**src/hdl/pmm_pkg.sv**
```systemverilog
package pmm_pkg;
  localparam int ADDR_W = 16;
  localparam logic [15:0] RESET_VEC = 16'h0000;
  localparam logic [15:0] VEC_BASE = 16'h0003;
  localparam int VEC_SHIFT = 3;
  localparam int SRC_W = 4;
  localparam logic [15:0] PAGE_BYTES = 16'h0100;
  localparam int PAGE_SHIFT = 8;
  localparam logic [16:0] MAIN_MAX = 17'h10000;
  localparam logic [15:0] LDR_SIZE = 16'h0A00;
  localparam logic [15:0] MAIN_SIZE_DEF = 16'hFFFF;
  localparam logic [15:0] DATA_BASE_DEF = 16'hF000;
  typedef enum logic [1:0] {
    PMM_BANK_MAIN = 2'b00,
    PMM_BANK_DATA = 2'b01,
    PMM_BANK_LDR = 2'b10,
    PMM_BANK_CFG = 2'b11
  } pmm_bank_t;
  typedef enum logic [1:0] {
    PMM_OP_READ = 2'b00,
    PMM_OP_PROG = 2'b01,
    PMM_OP_ERASE = 2'b10,
    PMM_OP_NONE = 2'b11
  } pmm_op_t;
  typedef enum logic [1:0] {
    PMM_TGT_INT = 2'b00,
    PMM_TGT_EXT = 2'b01
  } pmm_tgt_t;
  typedef struct packed {
    logic valid;
    logic table_rd;
    logic [15:0] addr;
  } pmm_fetch_t;
  typedef struct packed {
    logic valid;
    pmm_op_t op;
    pmm_bank_t bank;
    logic [15:0] addr;
    logic [7:0] wdata;
  } pmm_flash_req_t;
  typedef struct packed {
    logic valid;
    logic ext;
    pmm_bank_t bank;
    logic [15:0] addr;
    logic table_rd;
  } pmm_mem_req_t;
endpackage

```
**src/hdl/pmm_map.sv**
```systemverilog
`timescale 1ns/1ns
`default_nettype none
module pmm_map (
  input wire logic CLK_SYS, // system clock, 250 MHz
  input wire logic SRST, // synchronous reset, active high
  input wire logic EXT_ACCESS_PIN, // external-access pin, asynchronous
  input wire logic BOOT_LOADER, // boot choice, asynchronous strap
  input wire logic [15:0] MAIN_SIZE, // last main-bank byte address, static
  input wire logic [15:0] DATA_BASE, // data flash start, static
  input wire pmm_pkg::pmm_fetch_t FETCH, // cpu fetch or table read
  input wire logic IRQ_ACCEPT, // interrupt accepted, one cycle
  input wire logic [pmm_pkg::SRC_W-1:0] IRQ_SRC, // accepted source number
  input wire pmm_pkg::pmm_flash_req_t PROG_REQ, // flash op from programmer
  input wire pmm_pkg::pmm_flash_req_t ISP_REQ, // flash op from isp path
  output pmm_pkg::pmm_mem_req_t MEM_REQ, // mapped fetch request
  output logic [15:0] PC_LOAD, // new program counter value
  output logic PC_LOAD_VALID, // pc load strobe
  output pmm_pkg::pmm_flash_req_t FLASH_CMD, // command to flash arrays
  output logic FLASH_REJECT, // isp op refused, one cycle
  output logic BOOTED_LOADER // latched boot bank
);
  import pmm_pkg::*;

  function automatic logic [15:0] vec_addr(input logic [SRC_W-1:0] src);
    vec_addr = VEC_BASE + {8'h00, 4'h0, src} * (16'h0001 << VEC_SHIFT);
  endfunction

  function automatic logic valid_target(input pmm_flash_req_t r);
    logic [15:0] lim;
    lim = 16'h0000;
    unique case (r.bank)
      PMM_BANK_LDR: lim = LDR_SIZE - 16'h0001;
      PMM_BANK_CFG: lim = PAGE_BYTES - 16'h0001;
      PMM_BANK_MAIN: lim = MAIN_SIZE;
      PMM_BANK_DATA: lim = 16'hFFFF;
    endcase
    valid_target = (r.addr <= lim) && (r.op != PMM_OP_NONE);
  endfunction

  logic ea_s1_ff, ea_s2_ff, bl_s1_ff, bl_s2_ff;
  logic ext_all_ff, ldr_ff, rst_d_ff;

  // two-flop synchronisers for pins
  always_ff @(posedge CLK_SYS) begin
    ea_s1_ff <= EXT_ACCESS_PIN;
    ea_s2_ff <= ea_s1_ff;
    bl_s1_ff <= BOOT_LOADER;
    bl_s2_ff <= bl_s1_ff;
  end

  // latch pin and bank at reset release
  always_ff @(posedge CLK_SYS) begin
    rst_d_ff <= SRST;
    if (rst_d_ff && !SRST) begin
      ext_all_ff <= !ea_s2_ff;
      ldr_ff <= bl_s2_ff;
    end
    if (SRST) begin
      rst_d_ff <= 1'b1;
    end
  end
  assign BOOTED_LOADER = ldr_ff;

  logic [15:0] nxt_pc;
  logic nxt_pc_v;
  // reset vector and interrupt vectors
  always_comb begin
    nxt_pc = RESET_VEC;
    nxt_pc_v = 1'b0;
    if (rst_d_ff && !SRST) begin
      nxt_pc_v = 1'b1;
    end else if (IRQ_ACCEPT) begin
      nxt_pc = vec_addr(IRQ_SRC);
      nxt_pc_v = 1'b1;
    end
  end

  always_ff @(posedge CLK_SYS) begin
    if (SRST) begin
      PC_LOAD <= RESET_VEC;
      PC_LOAD_VALID <= 1'b0;
    end else begin
      PC_LOAD <= nxt_pc;
      PC_LOAD_VALID <= nxt_pc_v;
    end
  end

  pmm_mem_req_t nxt_mem;
  // fetch mapping; vector slots are plain storage
  always_comb begin
    nxt_mem = '0;
    nxt_mem.valid = FETCH.valid;
    nxt_mem.table_rd = FETCH.table_rd;
    nxt_mem.addr = FETCH.addr;
    nxt_mem.bank = ldr_ff ? PMM_BANK_LDR : PMM_BANK_MAIN;
    if (ext_all_ff) begin
      nxt_mem.ext = 1'b1;
    end else if (ldr_ff) begin
      nxt_mem.ext = FETCH.addr >= LDR_SIZE;
    end else begin
      nxt_mem.ext = FETCH.addr > MAIN_SIZE;
      if (FETCH.addr >= DATA_BASE && FETCH.table_rd) begin
        nxt_mem.bank = PMM_BANK_DATA;
      end
    end
  end

  always_ff @(posedge CLK_SYS) begin
    if (SRST) begin
      MEM_REQ <= '0;
    end else begin
      MEM_REQ <= nxt_mem;
    end
  end

  pmm_flash_req_t nxt_cmd;
  logic nxt_rej;
  // programmer first, then isp; isp barred on external code
  always_comb begin
    nxt_cmd = '0;
    nxt_rej = 1'b0;
    if (PROG_REQ.valid && valid_target(PROG_REQ)) begin
      nxt_cmd = PROG_REQ;
    end else if (ISP_REQ.valid) begin
      if (!ext_all_ff && valid_target(ISP_REQ)) begin
        nxt_cmd = ISP_REQ;
      end else begin
        nxt_rej = 1'b1;
      end
    end
    if (nxt_cmd.op == PMM_OP_ERASE) begin
      nxt_cmd.addr = {nxt_cmd.addr[15:PAGE_SHIFT], 8'h00};
    end
  end

  always_ff @(posedge CLK_SYS) begin
    if (SRST) begin
      FLASH_CMD <= '0;
      FLASH_REJECT <= 1'b0;
    end else begin
      FLASH_CMD <= nxt_cmd;
      FLASH_REJECT <= nxt_rej;
    end
  end

  a_reset_vector: assert property (@(posedge CLK_SYS) disable iff (SRST)
    $fell(rst_d_ff) |-> PC_LOAD_VALID && PC_LOAD == 16'h0000)
    else $error("reset vector not loaded");
  a_irq_vector: assert property (@(posedge CLK_SYS) disable iff (SRST)
    IRQ_ACCEPT && !rst_d_ff |=> PC_LOAD_VALID &&
    PC_LOAD == 16'h0003 + {$past(IRQ_SRC), 3'b000})
    else $error("wrong interrupt vector");
  a_irq_load: assert property (@(posedge CLK_SYS) disable iff (SRST)
    PC_LOAD_VALID |-> $past(IRQ_ACCEPT) || $past(rst_d_ff))
    else $error("spurious pc load");
  a_bank_held: assert property (@(posedge CLK_SYS) disable iff (SRST)
    !rst_d_ff |=> $stable(ldr_ff) && $stable(ext_all_ff))
    else $error("boot latch changed");
  a_ext_all: assert property (@(posedge CLK_SYS) disable iff (SRST)
    ext_all_ff && FETCH.valid |=> MEM_REQ.ext)
    else $error("fetch not external");
  a_ldr_bank: assert property (@(posedge CLK_SYS) disable iff (SRST)
    ldr_ff && FETCH.valid |=> MEM_REQ.bank == PMM_BANK_LDR)
    else $error("loader boot not rebased");
  a_main_limit: assert property (@(posedge CLK_SYS) disable iff (SRST)
    !ext_all_ff && !ldr_ff && FETCH.valid && FETCH.addr > MAIN_SIZE
    |=> MEM_REQ.ext)
    else $error("overflow not external");
  a_erase_page: assert property (@(posedge CLK_SYS) disable iff (SRST)
    FLASH_CMD.op == PMM_OP_ERASE |-> FLASH_CMD.addr[7:0] == 8'h00)
    else $error("erase not page aligned");
  a_isp_ext_block: assert property (@(posedge CLK_SYS) disable iff (SRST)
    ext_all_ff && ISP_REQ.valid && !PROG_REQ.valid |=> FLASH_REJECT)
    else $error("isp not refused");
  c_irq: cover property (@(posedge CLK_SYS) IRQ_ACCEPT ##1 PC_LOAD_VALID);
  c_loader: cover property (@(posedge CLK_SYS) ldr_ff && FETCH.valid);
  c_isp: cover property (@(posedge CLK_SYS) ISP_REQ.valid ##1 FLASH_CMD.valid);
endmodule
`default_nettype wire

```
**config.mk**
```make
export PLATFORM = sky130hd
export DESIGN_NAME = pmm_map
export DESIGN_NICKNAME = d
export VERILOG_FILES = /design/src/hdl/pmm_pkg.sv /design/src/hdl/pmm_map.sv
export SDC_FILE = /design/constraint.sdc
export NUM_CORES = 1
export LEC_CHECK = 0
export ABC_AREA = 1
export BUFFER_PORTS_ARGS = -buffer_cell sky130_fd_sc_hd__buf_2
export CAP_MARGIN = 30
export CORE_ASPECT_RATIO = 1.75
export CORE_MARGIN = 4
export CORE_UTILIZATION = 30
export DETAILED_ROUTE_END_ITERATION = 16
export PLACE_DENSITY = 0.58
export REMOVE_ABC_BUFFERS = 1
export SYNTH_ARGS = -nofsm -noshare
export SYNTH_HDL_FRONTEND = slang
export SYNTH_SLANG_ARGS = --single-unit
```
**constraint.sdc**
```tcl
create_clock -name CLK_SYS -period 6.3 [get_ports CLK_SYS]
set_input_delay 0.315 -clock CLK_SYS [delete_from_list [all_inputs] [get_ports CLK_SYS]]
set_output_delay 0.315 -clock CLK_SYS [all_outputs]
set_load 0.02 [all_outputs]
```
==> impl_metrics.env, run 1 <==
export IMPL_viasPerCell=4.49
export IMPL_yosys_top_cells_area="dfxtp_1 31%, ha_1 20%, inv_1 8.4%, nand2_1 8.1%, nor2_1 8.0%"
export IMPL_criticalPathCategory="input pin to register"
export IMPL_syn_area_per_cell_um2=7.37
export IMPL_setup_violations=0
export IMPL_nNetsFinal=901
export IMPL_period_needed_ns=2.92
export IMPL_port_buffers=175
export IMPL_synth_flop_cell="dfxtp_1"
export IMPL_clk_latency_ns=0.33
export IMPL_first_pass_iters=4
export IMPL_dieArea_mm2=0.0155
export IMPL_drc=0
export IMPL_syn_to_final_growth_pct=31.3
export IMPL_wl_met1_mm=4.38
export IMPL_tritoncts_num_buffers=9
export IMPL_finalHoldViolations=0
export IMPL_rows=55
export IMPL_yosysUniqueCellTypes=30
export IMPL_cts_repair_resized=0
export IMPL_drv_slew=0
export IMPL_rsz0062_at_grt="no"
export IMPL_yosysWarningCount=0
export IMPL_synth_edff_count=2
export IMPL_drv_cap=0
export IMPL_drive_gt1_share_pct=29.9
export IMPL_place_congestion=0.849
export IMPL_drt_iter0_markers=88
export IMPL_clock_path_buffers=2
export IMPL_die_y_um=162
export IMPL_design_area_mm2=0.00531
export IMPL_crit_fanout=29
export IMPL_met2_length_mm=7.23
export IMPL_grt_overflow_total=0
export IMPL_arrival_ns=3.13
export IMPL_ant_nets=0
export IMPL_fmax_mhz=342
export IMPL_cts_max_level=3
export IMPL_place_hpwl_mm=10.6
export IMPL_post_cts_setup_buffer_count=0
export IMPL_tightest_slew_ns=0.874
export IMPL_seq_area_frac_synth_pct=32.2
export IMPL_antenna_found_initial=0
export IMPL_io_pin_count=186
export IMPL_synth_top_area_share_pct=30.7
export IMPL_top_layer="met4"
export IMPL_status="completed"
export IMPL_async_flop_share_pct=0
export IMPL_synth_largest_area_cell="dfxtp_1"
export IMPL_grt_use_total_pct=16.4
export IMPL_clkTransAtPathRegs_ns=0.05
export IMPL_clock_skew_final_ns=0.00409
export IMPL_largest_reg_flops=29
export IMPL_ctsHoldBuffers=0
export IMPL_diodes=0
export IMPL_endpoint_kind="register"
export IMPL_worstPathRequired_ns=6.51
export IMPL_power_density_mw_per_mm2=224
export IMPL_top_regs="FLASH_CMD: 29 flops, MEM_REQ: 21 flops, PC_LOAD: 5 flops"
export IMPL_synth_cells=549
export IMPL_cts_root_buf="clkbuf_16"
export IMPL_vias=4024
export IMPL_min_path_type="input pin to register"
export IMPL_core_mm2=0.0131
export IMPL_syn_area_mm2=0.00405
export IMPL_regMostFlops="FLASH_CMD"
export IMPL_initial_core_util_pct=30.9
export IMPL_leakagePower_uw=0.00296
export IMPL_hold_ws_ns=0.0911
export IMPL_grt_max_degree=47
export IMPL_worstSetupStartpointType="input pin"
export IMPL_cts_sinks=64
export IMPL_fp_dieW_um=95.8
export IMPL_period_share_pct=46.4
export IMPL_ir_worst_vdd_mv=0.125
export IMPL_grt_pass1_wl_mm=19.2
export IMPL_wl_per_cell_um=14.1
export IMPL_synth_seq_cells=64
export IMPL_grt_pass1_vias=3949
export IMPL_slew_headroom_pct=41.6
export IMPL_tritoncts="built"
export IMPL_met3RoutedLength_um=636
export IMPL_setup_tns_ns=0
export IMPL_dpl_cell_area_mm2=0.00501
export IMPL_wl_mm=12.7
Yosys cell counts (2+ instances only):
library cell	n
a21oi_1	46
a211oi_1	2
o211ai_1	3
a21oi_2	10
edfxtp_1	2
nand2_1	87
xor2_1	2
dfxtp_1	62
nand2_2	12
buf_2	4
nor2_1	86
nor3_1	5
buf_4	12
o21ai_0	18
nor3_2	2
clkbuf_1	6
nand3_1	8
inv_1	91
buf_6	3
ha_1	64
a21o_1	2
nand4_1	14
stage by stage:
step / power, uW / worst slack, ns / util (%) / instances
after floorplan: 587 / 3.88 / - / 533
after global placement: 694 / 3.11 / 38.3 / 880
after detailed placement: 697 / 3.03 / 38.3 / 880
after CTS: 1210 / 3.37 / 40.6 / 896
after global routing: 1260 / 3.00 / 40.6 / 896
final: 1190 / 3.38 / 40.6 / 896
cells by family after synthesis:
| logic type | Yosys count | share of synthesized area (%) |
|---|---|---|
| fa+ha+maj | 64 | 19.8 |
| compound gates | 85 | 12.1 |
| buf+inv | 116 | 12.6 |
| xor+xnor | 2 | 0.433 |
| simple gates | 217 | 22.9 |
| other cells | 1 | 0.0927 |
| flops | 64 | 32.2 |
worst paths after layout:
path,cells past startpoint,endpoint,slack (ns),from
worst max-delay path,16,FLASH_CMD[11],3.38,PROG_REQ[24]
worst min-delay path,1,bl_s1_ff,0.09,BOOT_LOADER
worst max register to register,5,FLASH_CMD[6],4.43,ext_all_ff
worst min register to register,0,ea_s2_ff,0.32,ea_s1_ff
cell type report:
class | count | area (um^2)
Clock inverter | 3 | 40.0
Timing Repair Buffer | 176 | 883
Sequential cell | 64 | 1300
Clock buffer | 13 | 260
Multi-Input combinational cell | 378 | 2270
Inverter | 91 | 342
Fill cell | 1411 | 7760
Tap cell | 171 | 214
cell usage in the layout, fill, tap and decap left out:
cell / instances
dfxtp_1: 62
nand3_1: 8
clkinv_2: 2
xor2_1: 2
edfxtp_1: 2
nand2_1: 87
inv_1: 91
a21oi_2: 10
o211ai_1: 3
clkbuf_8: 2
a31oi_1: 1
nor3_1: 5
a211oi_1: 2
a21boi_0: 1
nand4_1: 14
o21ai_0: 18
bufinv_16: 1
nand2_2: 12
nor2_2: 1
a21oi_1: 46
nand2_4: 1
o22ai_1: 1
ha_1: 64
clkbuf_16: 9
nor3_2: 2
clkbuf_1: 2
a21o_1: 2
buf_2: 175
buf_4: 1
conb_1: 10
nor2_4: 1
o21a_1: 1
nor2_1: 86
worst max-delay path, stage by stage:
cell and delay (ns):
buf_2 0.16, nor2_1 0.21, inv_1 0.17, nor2_1 0.12, ha_1 0.25, a21o_1 0.18
nor2_1 0.10, nand2_1 0.06, nand2_1 0.05, nand2_1 0.04, nand2_1 0.08, nand2_2 0.15
inv_1 0.69, nand2_1 0.15, nand3_1 0.29, nor2_1 0.08
power breakdown:
group | internal, uW | total [uW] | switching [uW]
clock network | 327 | 505 | 178
registers | 427 | 433 | 5.31
logic | 94.5 | 253 | 159
layer usage:
layer | vias up | track usage, %
met1 | 1787 | 16.7
met4 | 0 | 7.45
li1 | 2074 | -
met2 | 130 | 31.4
met3 | 33 | 2.61
met5 | - | 0
No activity file was read; power rests on OpenSTA's default activity.
==> run 2, diff against run 1 <==
- clock period: 6.3 -> 2.9 ns (I/O delays scaled with it)
==> run 2 against run 1 <==
  * Combinational power increased by 120%
  * Sequential power is 120% higher
  * Final cell count increased by 0.67%
  * Largest power group unchanged
  * Flip-flop and latch count did not move
  * Clock power grew 130%
  * First-iteration DRC count up 17%
  * Critical endpoint is now FLASH_CMD[20]
  * Die area stayed put
  * Utilization up 0.52 points
  * Via count rose by 0.35%
  * Non-clock buffer count rose by 5
  * Register-to-register slack worse by 3.3 ns
==> impl_metrics.env, run 2 (synthesis results as in run 1) <==
export IMPL_layout_common_cells="175 x buf_2, 91 x inv_1, 87 x nand2_1"
export IMPL_drive_gt1_share_pct=30.3
export IMPL_leakagePower_uw=0.00299
export IMPL_placed_cells=883
export IMPL_core_mm2=0.0131
export IMPL_ir_worst_vdd_mv=0.292
export IMPL_worstPathRequired_ns=3.16
export IMPL_post_cts_setup_buffer_count=0
export IMPL_layout_commonest_cell="buf_2"
export IMPL_cts_repair_resized=0
export IMPL_path_cells="buf_2, nor2_1, inv_1, nor2_1, ha_1, a21o_1, nor2_1, nand2_1, nand2_1, nand2_1, nand2_1, nand2_2, inv_1, buf_4, nand2_1, a21oi_2"
export IMPL_endpoint_kind="register"
export IMPL_io_pin_count=186
export IMPL_clock_path_buffers=2
export IMPL_grt_pass1_vias=4132
export IMPL_grt_pass1_wl_mm=19.7
export IMPL_clkTransAtPathRegs_ns=0.05
export IMPL_arrival_ns=2.56
export IMPL_grt_max_degree=33
export IMPL_met2_length_mm=7.40
export IMPL_period_needed_ns=2.31
export IMPL_grt_overflow_total=0
export IMPL_cts_sinks=64
export IMPL_path_delay_family="simple AND/OR/NAND/NOR gates"
export IMPL_cts_root_buf="clkbuf_16"
export IMPL_cts_max_level=3
export IMPL_vias=4038
export IMPL_crit_top_cell="nand2_1"
export IMPL_ant_nets=0
export IMPL_power_density_mw_per_mm2=497
export IMPL_setup_tns_ns=0
export IMPL_dieArea_mm2=0.0155
export IMPL_drt_iter0_markers=103
export IMPL_reg2reg_depth=6
export IMPL_slowest_delay_ns=0.30
export IMPL_met3RoutedLength_um=631
export IMPL_largest_reg_flops=29
export IMPL_min_delay_start="FETCH[17]"
export IMPL_top_layer="met4"
export IMPL_fp_dieW_um=95.8
export IMPL_grt_use_total_pct=16.9
export IMPL_top_regs="FLASH_CMD: 29 flops, MEM_REQ: 21 flops, PC_LOAD: 5 flops"
export IMPL_tightest_slew_ns=0.738
export IMPL_nNetsFinal=906
export IMPL_wl_mm=12.8
export IMPL_place_hpwl_mm=10.8
export IMPL_min_path_type="input pin to register"
export IMPL_setup_violations=0
export IMPL_critPathBufInv=4
export IMPL_slowest_stage="buf_4"
export IMPL_hold_path_depth=3
export IMPL_ctsHoldBuffers=2
export IMPL_rsz0062_at_grt="no"
export IMPL_cp_depth=16
export IMPL_worstSetupStartpointType="input pin"
export IMPL_crit_fanout=20
export IMPL_wl_per_cell_um=14.2
export IMPL_slew_headroom_pct=50.8
export IMPL_drc=0
export IMPL_fin_cells=902
export IMPL_first_pass_iters=4
export IMPL_regMostFlops="FLASH_CMD"
export IMPL_crit_path_start="PROG_REQ[24]"
export IMPL_place_congestion=0.862
export IMPL_ff2ff_setup_slack_ns=1.15
export IMPL_reg2reg_from="ext_all_ff"
export IMPL_wl_met1_mm=4.40
export IMPL_fmax_mhz=434
export IMPL_die_y_um=162
export IMPL_antenna_found_initial=1
export IMPL_criticalPathCategory="input pin to register"
export IMPL_clock_skew_final_ns=0.00701
export IMPL_drv_cap=0
export IMPL_finalHoldViolations=0
export IMPL_status="completed"
export IMPL_tritoncts="built"
export IMPL_clk_latency_ns=0.33
export IMPL_period_share_pct=79.5
export IMPL_rows=55
export IMPL_initial_core_util_pct=30.9
export IMPL_port_buffers=175
export IMPL_syn_to_final_growth_pct=32.9
export IMPL_tritoncts_num_buffers=9
export IMPL_fin_util_pct=41.1
export IMPL_drv_slew=0
export IMPL_viasPerCell=4.48
-- run 2: cell count changes in the layout (fill, tap and decap cells not counted) --
cell | previous run | this run
bufinv_16 | 1 | 2
dlygate4sd3_1 | 0 | 2
clkbuf_8 | 2 | 1
diode_2 | 0 | 1
clkinvlp_4 | 0 | 2
clkinv_2 | 2 | 1
buf_4 | 1 | 4
clkbuf_1 | 2 | 1
-- run 2: report_power, final --
part           leakage (uW)  internal, uW  switching (uW)
sequential         0.000529           928            11.6
clock              0.000152           774             402
combinational       0.00231           209             346
-- run 2: path summary, 6_finish.rpt --
path | endpoint
setup reg to reg | FLASH_CMD[12]
hold / removal | MEM_REQ[20]
hold reg to reg | ea_s2_ff
setup / recovery | FLASH_CMD[20]
-- run 2: final cells by class --
cell class                      count  area [um^2]
Multi-Input combinational cell    378         2270
Fill cell                        1466         7700
Tap cell                          171          214
Inverter                           91          342
Antenna cell                        1         2.50
Clock buffer                       11          243
Sequential cell                    64         1300
Clock inverter                      5         80.1
Timing Repair Buffer              181          926
-- run 2: layer usage --
metal,up-vias,track usage [%]
met1,1823,16.0
met2,109,33.2
li1,2087,-
met5,-,0
met3,19,3.36
met4,0,7.25
-- run 2: worst register-to-register path: stages (launching register included) --
cell	delay [ns]
edfxtp_1	0.50
a21oi_2	0.40
inv_1	0.08
a21oi_1	0.17
nand4_1	0.15
nand3_1	0.26
nor2_1	0.08
-- run 2: through the flow --
| step | setup slack, ns | power [uW] | hold WS, ns | cell area, um^2 |
|---|---|---|---|---|
| floorplan | 0.648 | 1280 | 0.173 | 3910 |
| global placement | 0.348 | 1510 | 0.250 | 5030 |
| detailed placement | 0.284 | 1520 | 0.251 | 5030 |
| CTS | 0.630 | 2710 | 0.0107 | 5380 |
| global route | 0.249 | 2820 | 0.0144 | 5380 |
| finish | 0.594 | 2670 | 0.0220 | 5380 |
